**src/serial_port_defs.vh**
```
// constants for the 8/9-bit asynchronous serial port
// assumes: included by every design file of the port except the two-entry buffer, by bare name
`ifndef SERIAL_PORT_DEFS_VH
`define SERIAL_PORT_DEFS_VH

// ----------------------------------------------------------------
// register map (8-bit special register space)
// ----------------------------------------------------------------
`define ADDR_SERIAL_CONTROL 8'h98
`define ADDR_DATA_BUFFER 8'h99
`define SERIAL_CONTROL_RESET 8'h40
`define FRAME_LENGTH_RESET 1'b0

// ----------------------------------------------------------------
// serial_control field positions
// ----------------------------------------------------------------
`define BIT_FRAME_LENGTH_SELECT 7
`define BIT_UNUSED_ONE 6
`define BIT_ADDRESS_FILTER_ENABLE 5
`define BIT_RECEIVER_ENABLE 4
`define BIT_TX_NINTH 3
`define BIT_RX_NINTH 2
`define BIT_TX_DONE 1
`define BIT_RX_DONE 0

// ----------------------------------------------------------------
// timing
// ----------------------------------------------------------------
`define TIMER_TOP 8'hff
`define DATA_BITS 4'h8

`endif

```
**src/serial_port.v**
```verilog
// full-duplex asynchronous serial port, 8-bit and 9-bit frames
// assumes: register port in the 8-bit special register space on ref_clk;
// serial_in is asynchronous and is synchronised here
`timescale 1ns/10ps
`include "serial_port_defs.vh"

module serial_port (
  input wire ref_clk,                // system clock, 250 MHz
  input wire rst,                    // synchronous reset, active high
  input wire [7:0] reg_addr,         // register address
  input wire reg_wr,                 // write strobe, one cycle
  input wire [7:0] reg_wdata,        // write data
  input wire reg_rd,                 // read strobe, one cycle
  output reg [7:0] reg_rdata,        // read data, valid cycle after reg_rd
  input wire timer_run,              // baud timer running
  input wire [7:0] baud_reload_value, // timer reload value
  input wire irq_enable,             // serial interrupt enable
  output wire serial_irq,            // interrupt request, level
  output wire tx_ready,              // transmit buffer has room
  input wire serial_in,              // receive pin, asynchronous
  output reg serial_out              // transmit pin
);

  // ----------------------------------------------------------------
  // control register bits
  // ----------------------------------------------------------------
  reg frame_length_select;
  reg address_filter_enable;
  reg receiver_enable;
  reg tx_ninth_bit;
  reg rx_ninth_bit;
  reg tx_done_flag;
  reg rx_done_flag;
  reg [7:0] rx_latch;
  wire [7:0] control_value;
  wire ctl_wr;
  wire buf_wr;
  reg tx_done_set;
  reg rx_done_set;

  assign ctl_wr = reg_wr && (reg_addr == `ADDR_SERIAL_CONTROL);
  assign buf_wr = reg_wr && (reg_addr == `ADDR_DATA_BUFFER);

  assign control_value = {frame_length_select, 1'b1, address_filter_enable,
    receiver_enable, tx_ninth_bit, rx_ninth_bit, tx_done_flag, rx_done_flag};

  assign serial_irq = irq_enable && (tx_done_flag || rx_done_flag);

  // ----------------------------------------------------------------
  // bit timing: two timers sharing one reload value
  // ----------------------------------------------------------------
  wire tx_ovf;
  wire rx_ovf;
  reg rx_force;
  reg tx_half;

  baud_timer tx_timer (
    .ref_clk(ref_clk),
    .rst(rst),
    .run(timer_run),
    .force_reload(1'b0),
    .reload_value(baud_reload_value),
    .overflow(tx_ovf)
  );

  baud_timer rx_timer (
    .ref_clk(ref_clk),
    .rst(rst),
    .run(timer_run),
    .force_reload(rx_force),
    .reload_value(baud_reload_value),
    .overflow(rx_ovf)
  );

  wire tx_tick;
  assign tx_tick = tx_ovf && tx_half;
  always @(posedge ref_clk) begin
    if (rst) begin
      tx_half <= 1'b0;
    end else if (tx_ovf) begin
      tx_half <= ~tx_half;
    end
  end

  // ----------------------------------------------------------------
  // transmit buffer: a stall by the shifter loses no byte written while tx_ready is high
  // ----------------------------------------------------------------
  wire buf_valid;
  wire [7:0] buf_data;
  reg buf_take;

  two_entry_buffer tx_buffer (
    .ref_clk(ref_clk),
    .rst(rst),
    .in_valid(buf_wr),
    .in_ready(tx_ready),
    .in_data(reg_wdata),
    .out_valid(buf_valid),
    .out_ready(buf_take),
    .out_data(buf_data)
  );

  // ----------------------------------------------------------------
  // transmitter
  // ----------------------------------------------------------------
  localparam TX_IDLE = 3'd0;
  localparam TX_START = 3'd1;
  localparam TX_DATA = 3'd2;
  localparam TX_NINTH = 3'd3;
  localparam TX_STOP = 3'd4;

  reg [2:0] tx_state;
  reg [7:0] tx_shift;
  reg [3:0] tx_count;
  reg tx_ninth_latched;

  always @* begin
    buf_take = (tx_state == TX_IDLE) && tx_tick && buf_valid;
  end

  // shifter steps once per bit tick; start aligns to the next tick
  always @(posedge ref_clk) begin
    if (rst) begin
      tx_state <= TX_IDLE;
      tx_shift <= 8'h00;
      tx_count <= 4'h0;
      tx_ninth_latched <= 1'b0;
      serial_out <= 1'b1;
      tx_done_set <= 1'b0;
    end else begin
      tx_done_set <= 1'b0;
      if (tx_tick) begin
        case (tx_state)
          TX_IDLE: begin
            serial_out <= 1'b1;
            if (buf_valid) begin
              serial_out <= 1'b0;
              tx_shift <= buf_data;
              tx_ninth_latched <= tx_ninth_bit;
              tx_count <= 4'h0;
              tx_state <= TX_START;
            end
          end
          TX_START, TX_DATA: begin
            serial_out <= tx_shift[0];
            tx_shift <= {1'b0, tx_shift[7:1]};
            tx_count <= tx_count + 4'h1;
            tx_state <= TX_DATA;
            if (tx_count == `DATA_BITS) begin
              if (frame_length_select) begin
                serial_out <= tx_ninth_latched;
                tx_state <= TX_NINTH;
              end else begin
                serial_out <= 1'b1;
                tx_done_set <= 1'b1;
                tx_state <= TX_STOP;
              end
            end
          end
          TX_NINTH: begin
            serial_out <= 1'b1;
            tx_done_set <= 1'b1;
            tx_state <= TX_STOP;
          end
          TX_STOP: begin
            serial_out <= 1'b1;
            tx_state <= TX_IDLE;
          end
          default: begin
            serial_out <= 1'b1;
            tx_state <= TX_IDLE;
          end
        endcase
      end
    end
  end

  // ----------------------------------------------------------------
  // receive pin: three flops, change taken when last two agree
  // ----------------------------------------------------------------
  reg [2:0] rx_sync;
  reg rx_level;
  reg rx_level_prev;

  always @(posedge ref_clk) begin
    if (rst) begin
      rx_sync <= 3'b111;
      rx_level <= 1'b1;
      rx_level_prev <= 1'b1;
    end else begin
      rx_sync <= {rx_sync[1:0], serial_in};
      if (rx_sync[2] == rx_sync[1]) begin
        rx_level <= rx_sync[1];
      end
      rx_level_prev <= rx_level;
    end
  end

  // ----------------------------------------------------------------
  // receiver: reload at start edge, first overflow is mid start bit,
  // then every second overflow is the centre of the next bit
  // ----------------------------------------------------------------
  localparam RX_IDLE = 2'd0;
  localparam RX_START = 2'd1;
  localparam RX_BITS = 2'd2;
  localparam RX_STOP = 2'd3;

  reg [1:0] rx_state;
  reg rx_phase;
  reg [3:0] rx_count;
  reg [8:0] rx_shift;
  reg [7:0] next_rx_latch;
  reg next_rx_ninth;
  reg rx_accept;
  wire rx_sample;
  wire rx_fall;

  assign rx_sample = rx_ovf && rx_phase;
  assign rx_fall = rx_level_prev && !rx_level;

  // acceptance check on the received ninth bit, or on the sampled stop level in 8-bit mode
  always @* begin
    next_rx_latch = rx_shift[7:0];
    next_rx_ninth = frame_length_select ? rx_shift[8] : rx_level;
    rx_accept = !rx_done_flag && (!address_filter_enable || next_rx_ninth);
  end

  always @(posedge ref_clk) begin
    if (rst) begin
      rx_state <= RX_IDLE;
      rx_phase <= 1'b0;
      rx_count <= 4'h0;
      rx_shift <= 9'h000;
      rx_force <= 1'b0;
      rx_latch <= 8'h00;
      rx_ninth_bit <= 1'b0;
      rx_done_set <= 1'b0;
    end else begin
      rx_force <= 1'b0;
      rx_done_set <= 1'b0;
      // software may write the ninth bit; a hardware load below wins
      if (ctl_wr) begin
        rx_ninth_bit <= reg_wdata[`BIT_RX_NINTH];
      end
      case (rx_state)
        RX_IDLE: begin
          if (receiver_enable && rx_fall) begin
            rx_force <= 1'b1;
            rx_phase <= 1'b0;
            rx_count <= 4'h0;
            rx_state <= RX_START;
          end
        end
        RX_START: begin
          // an overflow from before the forced reload is stale: skip it
          if (rx_ovf && !rx_force) begin
            // a glitch shorter than half a bit is not a start
            rx_state <= rx_level ? RX_IDLE : RX_BITS;
            rx_phase <= 1'b0;
          end
        end
        RX_BITS: begin
          if (rx_ovf) begin
            rx_phase <= ~rx_phase;
          end
          if (rx_sample) begin
            rx_shift <= frame_length_select ? {rx_level, rx_shift[8:1]}
              : {1'b0, rx_level, rx_shift[7:1]};
            rx_count <= rx_count + 4'h1;
            if (rx_count == (frame_length_select ? `DATA_BITS : 4'h7)) begin
              rx_state <= RX_STOP;
            end
          end
        end
        RX_STOP: begin
          if (rx_ovf) begin
            rx_phase <= ~rx_phase;
          end
          if (rx_sample) begin
            rx_state <= RX_IDLE;
            if (rx_accept) begin
              rx_latch <= next_rx_latch;
              rx_ninth_bit <= next_rx_ninth;
              rx_done_set <= 1'b1;
            end
          end
        end
        default: begin
          rx_state <= RX_IDLE;
        end
      endcase
    end
  end

  // ----------------------------------------------------------------
  // control register: software bits and the two sticky flags
  // ----------------------------------------------------------------
  always @(posedge ref_clk) begin
    if (rst) begin
      frame_length_select <= `FRAME_LENGTH_RESET;
      address_filter_enable <= 1'b0;
      receiver_enable <= 1'b0;
      tx_ninth_bit <= 1'b0;
      tx_done_flag <= 1'b0;
      rx_done_flag <= 1'b0;
    end else begin
      if (ctl_wr) begin
        frame_length_select <= reg_wdata[`BIT_FRAME_LENGTH_SELECT];
        address_filter_enable <= reg_wdata[`BIT_ADDRESS_FILTER_ENABLE];
        receiver_enable <= reg_wdata[`BIT_RECEIVER_ENABLE];
        tx_ninth_bit <= reg_wdata[`BIT_TX_NINTH];
      end
      tx_done_flag <= tx_done_set ||
        (ctl_wr ? reg_wdata[`BIT_TX_DONE] : tx_done_flag);
      rx_done_flag <= rx_done_set ||
        (ctl_wr ? reg_wdata[`BIT_RX_DONE] : rx_done_flag);
    end
  end

  // ----------------------------------------------------------------
  // read port, registered; reads have no side effects
  // ----------------------------------------------------------------
  always @(posedge ref_clk) begin
    if (rst) begin
      reg_rdata <= 8'h00;
    end else if (reg_rd) begin
      case (reg_addr)
        `ADDR_SERIAL_CONTROL: reg_rdata <= control_value;
        `ADDR_DATA_BUFFER: reg_rdata <= rx_latch;
        default: reg_rdata <= 8'h00;
      endcase
    end
  end

endmodule // serial_port

```
**src/baud_timer.v**
```verilog
// 8-bit auto-reload timer giving one-cycle overflow pulses
// assumes: run and force_reload come from logic on ref_clk
`timescale 1ns/10ps
`include "serial_port_defs.vh"

module baud_timer (
  input wire ref_clk,            // system clock
  input wire rst,                // synchronous reset, active high
  input wire run,                // count enable (timer running)
  input wire force_reload,       // restart the count from reload
  input wire [7:0] reload_value, // auto-reload value
  output reg overflow            // one-cycle pulse on wrap
);

  reg [7:0] count;

  // ----------------------------------------------------------------
  // counter: counts up, wraps to the reload value
  // ----------------------------------------------------------------
  always @(posedge ref_clk) begin
    if (rst) begin
      count <= 8'h00;
      overflow <= 1'b0;
    end else if (force_reload) begin
      count <= reload_value;
      overflow <= 1'b0;
    end else if (run && count == `TIMER_TOP) begin
      count <= reload_value;
      overflow <= 1'b1;
    end else begin
      count <= run ? count + 8'h01 : count;
      overflow <= 1'b0;
    end
  end

endmodule // baud_timer

```
**src/two_entry_buffer.v**
```verilog
// two-entry buffer with valid/ready on both sides
// assumes: both sides on ref_clk; a word moves when valid and ready are high
`timescale 1ns/10ps

module two_entry_buffer (
  input wire ref_clk,        // system clock
  input wire rst,            // synchronous reset, active high
  input wire in_valid,       // word offered
  output wire in_ready,      // room for a word
  input wire [7:0] in_data,  // offered word
  output wire out_valid,     // word available
  input wire out_ready,      // drain side takes the word
  output reg [7:0] out_data  // oldest word
);

  reg [7:0] second;
  reg [1:0] fill;

  assign in_ready = (fill != 2'd2);
  assign out_valid = (fill != 2'd0);

  // ----------------------------------------------------------------
  // storage: head register plus one behind it
  // ----------------------------------------------------------------
  always @(posedge ref_clk) begin
    if (rst) begin
      fill <= 2'd0;
      out_data <= 8'h00;
      second <= 8'h00;
    end else begin
      case ({in_valid && in_ready, out_valid && out_ready})
        2'b10: begin
          if (fill == 2'd0) begin
            out_data <= in_data;
          end else begin
            second <= in_data;
          end
          fill <= fill + 2'd1;
        end
        2'b01: begin
          out_data <= second;
          fill <= fill - 2'd1;
        end
        2'b11: begin
          // simultaneous pop and push keeps the fill level
          if (fill == 2'd1) begin
            out_data <= in_data;
          end else begin
            out_data <= second;
            second <= in_data;
          end
        end
        default: begin
          fill <= fill;
        end
      endcase
    end
  end

endmodule // two_entry_buffer

```
**config.mk**
```make
export PLATFORM = sky130hd
export DESIGN_NAME = serial_port
export DESIGN_NICKNAME = d
export VERILOG_FILES = /design/src/serial_port.v /design/src/baud_timer.v /design/src/two_entry_buffer.v
export VERILOG_INCLUDE_DIRS = /design/src
export SDC_FILE = /design/constraint.sdc
export NUM_CORES = 1
export LEC_CHECK = 0
export ABC_CLOCK_PERIOD_IN_PS = 3930
export BUFFER_PORTS_ARGS = -buffer_cell sky130_fd_sc_hd__buf_4
export CORE_MARGIN = 2
export CORE_UTILIZATION = 50
export CTS_CLUSTER_DIAMETER = 60
export DETAILED_ROUTE_END_ITERATION = 16
export PLACE_DENSITY = 0.69
export RECOVER_POWER = 25
export SYNTH_ARGS = -nofsm -noshare
export SYNTH_HDL_FRONTEND = slang
export SYNTH_SLANG_ARGS = --single-unit
```
**constraint.sdc**
```tcl
create_clock -name ref_clk -period 3.93 [get_ports ref_clk]
set_clock_uncertainty 0.05 [all_clocks]
set_input_delay 0.1965 -clock ref_clk [delete_from_list [all_inputs] [get_ports ref_clk]]
set_output_delay 0.1965 -clock ref_clk [all_outputs]
set_load 0.03 [all_outputs]
```
# Word level (Yosys, flattened, before mapping)

Cells that the tools add are included.

Register bits after elaboration: 101

$add $sub $neg: 6
Equality and inequality tests: 28
Mux-type cells: 55
Bitwise logic cells: 6
Reduce and logical (&&, ||, !) cells: 50

Operators by type and width:

| cell                                                            | number |
|---|---|
| 8-bit two-way mux                                               | 10 |
| 8-bit case mux with 2 select lines                              | 3 |
| 8-bit == test, second input constant                            | 4 |
| 8-bit case mux with 3 select lines                              | 1 |
| 1-bit two-way mux                                               | 19 |
| 2-bit inequality test, second input constant                    | 9 |
| 3-bit AND reduction                                             | 6 |
| 8-bit by 1-bit adder with 8-bit output, second input constant   | 2 |
| 4-bit two-way mux                                               | 4 |
| 4-bit case mux with 2 select lines                              | 2 |
| 1-bit logical AND                                               | 15 |
| 2-bit two-way mux                                               | 6 |
| 2-bit nonzero test                                              | 6 |
| 2-bit OR reduction                                              | 5 |
| 3-bit two-way mux                                               | 3 |
| 9-bit two-way mux                                               | 1 |
| 3-bit case mux with 3 select lines                              | 1 |
| 4-bit by 1-bit adder with 4-bit output, second input constant   | 2 |
| 2-bit == test, second input constant                            | 4 |
| 2-bit case mux with 4 select lines                              | 1 |
| 2-bit by 1-bit == test with 1-bit output, second input constant | 3 |
| 3-bit by 2-bit == test with 1-bit output, second input constant | 2 |
| 1-bit inverter                                                  | 6 |
| 2-bit AND reduction                                             | 3 |
| other kinds (17)                                                | 27 |

# Depth between registers and ports, before layout

Depth after elaboration: 7
Gate-level depth with buffers: 11
Mapped depth without buffers: 10

# Cells and area by module

From an unflattened synthesis, not the netlist that was laid out.

Cells, all modules: 536
Area total of the unflattened synthesis: 4868.4 µm²

Modules (own cells, without submodules):

| module           | instances | cells each | area each (µm²) |
|---|---|---|---|
| serial_port      | 1         | 311        | 2836.5 |
| baud_timer       | 2         | 66         | 564.3 |
| two_entry_buffer | 1         | 93         | 903.4 |

# Least setup slack after synthesis

No wires, ideal clock.

Path kind: reg-to-reg
From: reg tx_buffer.fill[0]
To: reg tx_buffer.out_data[0]
Setup time: 0.096 ns
Arrival: 2.072 ns
Data required time: 3.784 ns
Path slack: 1.712 ns
Cell stages (with the launch flop): 12
Period minus slack after synthesis: 2.218 ns
Path through: dfxtp_1 -> inv_1 -> ha_1 -> nor3_2 -> nand2_1 -> inv_2 -> buf_4 -> ha_1 -> nor2b_1 -> o211a_1 -> a22oi_1 -> a221oi_1

Word-level cells in the longest chain between the ends: 6
Elaborated cells on any way between the ends: 15
Classes of those cells: eq/ne (6); mux (2); reduce/logical (7)

Ends and longest elaborated chain:

| what                                                                                             | line                  | source |
|---|---|---|
| start, declared                                                                                  | two_entry_buffer.v:17 | `reg [1:0] fill;` |
| start signal, assigned                                                                           | two_entry_buffer.v:38 | `fill <= fill + 2'd1;` |
| start signal, assigned                                                                           | two_entry_buffer.v:42 | `fill <= fill - 2'd1;` |
| start signal, assigned                                                                           | two_entry_buffer.v:54 | `fill <= fill;` |
| 2-bit nonzero test                                                                               | two_entry_buffer.v:20 | `assign out_valid = (fill != 2'd0);` |
| 1-bit logical AND                                                                                | serial_port.v:118     | `buf_take = (tx_state == TX_IDLE) && tx_tick && buf_valid;` |
| 1-bit logical AND                                                                                | two_entry_buffer.v:31 | `case ({in_valid && in_ready, out_valid && out_ready})` |
| 2-bit == test or 2-bit by 1-bit == test with 1-bit output (tied branches)                        | two_entry_buffer.v:31 |  |
| 2-bit by 1-bit inequality test with 1-bit output (no line) or 3-bit nonzero test (tied branches) | --                    |  |
| 2-bit AND reduction (no line)                                                                    | --                    |  |
| end signal, assigned                                                                             | two_entry_buffer.v:34 | `out_data <= in_data;` |
| end signal, assigned                                                                             | two_entry_buffer.v:41 | `out_data <= second;` |
| end signal, assigned                                                                             | two_entry_buffer.v:47 | `out_data <= in_data;` |
| end, declared                                                                                    | two_entry_buffer.v:13 | `output reg [7:0] out_data` |

Several ways; a longest one is shown, not always the timed one.
A chain may end at the register's enable or synchronous reset.

==> results.tsv <==
stage	metric	value	unit
layout	post_route_cells_drive_above_1_share	15.2	%
clock_network	tritoncts	yes	
sta	max_slew_margin	-108	%
route	detailedRoute.firstIterationViolations	103	
sta	period_share	75.9	%
power	peakVddDrop	0.171	mV
synth	synth.avg_cell_area	9.07	sq um
route	drt_pre_antenna_iters	5	
synth	gate_count_post_synth	523	
grt	total_congestion_overflow	0	
synth	async_reset_ff_share	0	%
clock_network	h-tree-depth	3	
floorplan	io-pin-count	42	
placement	numPortBuffers	41	
floorplan	floorplan.die_area	10300	sq um
clock_network	clockBufferDepth	2	
critical_path	critical_path_class	in2reg	
synth	post_synthesis_net_count	565	
clock_network	clkTransAtPathRegs	100	ps
job	maxCapViolations	1	
critical_path	path_delay_family	buffers and inverters	
critical_path	setup.worst_path.end_class	flip-flop	
grt	grt_pass1_wl	17.7	mm
sta	drv_slew	67	
sta	final-hold-violation-count	0	
power	power_density	350	nW/um^2
layout	insertedDiodeCount	0	
layout	n_fill_cell	867	
grt	grt_max_degree	67	
clock_network	cts.repair.resized	0	
layout	fin_nets	590	
floorplan	placeableCoreArea	9240	sq um
synth	seq_area_frac_synth	42.6	%
sta	worst-slew-pin-transition	3120	ps
critical_path	cp.buffers_inverters	2	
layout	area_growth	10.8	%
clock_network	post_cts.repair.setup_buffers	0	
critical_path	critical_path_arrival	3220	ps
grt	gr-usage-all-layers	21.4	%
clock_network	worstSkewPairLatency	370	ps
critical_path	crit_required	4170	ps
route	route.detailed.wl_per_inst	15.5	um
min_path	worstHoldPathType	in2reg	
placement	post-place-ws	1410	ps
grt	vias_in_the_first_global_route	3683	
critical_path	timing.critical_path.cells	buf_4 > clkbuf_1 > nor2_1 > a32oi_2	
power	leakagePower	2.05	nW
route	routed_via_density	5.63	
critical_path	critical_path.max_stage_delay	2240	ps
layout	combined_area_of_the_multi_input_logic_cells	2510	sq um
synth	ys_seq_elements	101	
clock_network	numClockSinks	101	
route	antenna_violating_nets_post_route	0	
synth	synth_flop_cell	dfxtp_1	
sta	final_period_minus_worst_setup_slack	2980	ps
route	drc_errors_left	0	
placement	globalplace.congestion	0.822	
clock_network	cts.hold.buffers_added	1	
floorplan	die_h	101	um
sta	maximum_operating_frequency	335	MHz
sta	finalWorstSetupSlack	949	ps
synth	post_synth_instance_area	4740	sq um
critical_path	crit_slowest_cell	clkbuf_1	
floorplan	die_x	101	um
critical_path	timing.critical_path.fanout_max	66	
sta	rsz0062_at_grt	no	
floorplan	start_util	51.3	%
critical_path	setup.worst_path.start_class	input port	
sta	timing.final.setup_violations	0	
placement	detailed_place_hpwl	7.44	mm
status	failed_checks	max-capacitance violations, max-slew violations	
synth	synth-edff-count	0	
clock_network	clockRootBuffer	clkbuf_8	
grt	initial_antenna_violation_count	0	
clock_network	tritoncts.num_buffers	9	
status	outcome	finished, violations left	
layout	regArea	2020	sq um
floorplan	rows	35	
synth	synthesis.yosys.warnings	0	
sta	setup-tns-final	0	ps
synth	netlist-cell-type-count	67	
route	routed-via-count	3842	
route	wl	10.6	mm
## through the flow
stage	utilization, %	power, mW	hold WS, ps	cell area, sq um	instances
4_1_cts	57.3	1.86	24.2	5290	682
5_1_grt	56.9	1.92	31.4	5260	682
3_5_place_dp	54.8	1.16	335	5060	665
6_report	56.9	1.84	33.2	5260	682
3_3_place_gp	54.8	1.16	333	5060	665
2_1_floorplan	-	1.12	236	4740	523
## placed cells by master (no fill, tap or decap), types with 3 or more instances in the layout
cell type / instances
a31oi_1: 8
a211oi_1: 9
inv_1: 13
and4_1: 3
o21ai_0: 10
a21oi_1: 31
o311a_1: 3
mux2_2: 8
clkbuf_8: 9
and3_1: 7
nand2_1: 36
a221oi_1: 8
buf_4: 33
nand3b_1: 3
nand2b_1: 4
and2_1: 3
a22oi_1: 12
dfxtp_1: 101
nand3_1: 17
nor2_1: 69
xnor2_1: 4
ha_1: 11
xor2_1: 5
nor2b_1: 10
and3b_1: 3
clkbuf_1: 9
or2_2: 5
nor3_1: 20
mux2i_1: 32
nand4_1: 11
a211oi_2: 7
## metal layers
| metal | up-vias | wire, um | GRT usage [%] |
|---|---|---|---|
| met5 | - | 0 | 0 |
| met4 | 0 | 175 | 7.59 |
| met3 | 15 | 242 | 3.86 |
| met2 | 53 | 4960 | 34.5 |
| met1 | 1832 | 5220 | 29.0 |
| li1 | 1942 | - | - |
## path summary, 6_finish.rpt
| path | startpoint | endpoint | slack [ps] | cells after the start |
|---|---|---|---|---|
| worst max-delay path | rst | serial_out | 950 | 4 |
| worst min-delay path | reg_wdata[6] | tx_buffer.second[6] | 30 | 3 |
| worst max register to register | tx_buffer.fill[0] | tx_buffer.out_data[0] | 1310 | 10 |
| worst min register to register | rx_sync[0] | rx_sync[1] | 370 | 1 |
## synthesized netlist by cell type, drive strengths merged, types with 10 or more instances
| library cell | instances | share of area [%] |
|---|---|---|
| a211oi | 16 | 3.3 |
| a21oi | 31 | 3.3 |
| a22oi | 12 | 1.9 |
| buf | 13 | 2.1 |
| clkbuf | 17 | 1.4 |
| dfxtp | 101 | 43 |
| ha | 11 | 2.9 |
| inv | 14 | 1.1 |
| mux2i | 32 | 6.8 |
| nand2 | 36 | 2.8 |
| nand3 | 17 | 1.8 |
| nand4 | 11 | 1.5 |
| nor2 | 70 | 5.6 |
| nor2b | 10 | 1.3 |
| nor3 | 21 | 2.3 |
| o21ai | 11 | 1.2 |
## registers in the layout, indices dropped and copies added, names as in the netlist, 8 cells and up, named ones only
register	count
reg_rdata	8
rx_latch	8
rx_shift	9
rx_timer.count	8
tx_buffer.out_data	8
tx_buffer.second	8
tx_shift	8
tx_timer.count	8
## worst register-to-register path, cell delays in order (launching register included)
cell and delay [ps]:
dfxtp_1 390, inv_1 80, ha_1 260, nor3_2 190, nand2_1 170, inv_2 260
ha_1 260, nor2b_1 140, o211a_1 300, a22oi_1 120, a221oi_1 290
## cell families (layout without fill, tap and decap cells)
logic type      after synthesis  in the layout  share of synthesized area, %
simple gates                209            209                          22.9
compound gates              109            109                          16.7
flops                       101            101                          42.6
buf+inv                      44             74                          4.56
mux                          40             40                          8.65
fa+ha+maj                    11             11                          2.90
xor+xnor                      9              9                          1.66
## report_power, final
group	internal [mW]	total [mW]	leakage [nW]	switching, mW
Clock	0.311	0.703	0.109	0.392
Combinational	0.0420	0.0973	1.13	0.0553
Sequential	1.03	1.04	0.815	0.00964
Total	1.38	1.84	2.05	0.457
## final cells by class
| type | count | share of cell area, % |
|---|---|---|
| clock buffer | 9 | 2.36 |
| clock inverter | 7 | 1.76 |
| inverter | 14 | 1.00 |
| multi-input combinational | 378 | 47.7 |
| sequential | 101 | 38.5 |
| tap | 129 | 3.07 |
| timing repair buffer | 44 | 5.69 |
Power figures use the tool's default switching activity.
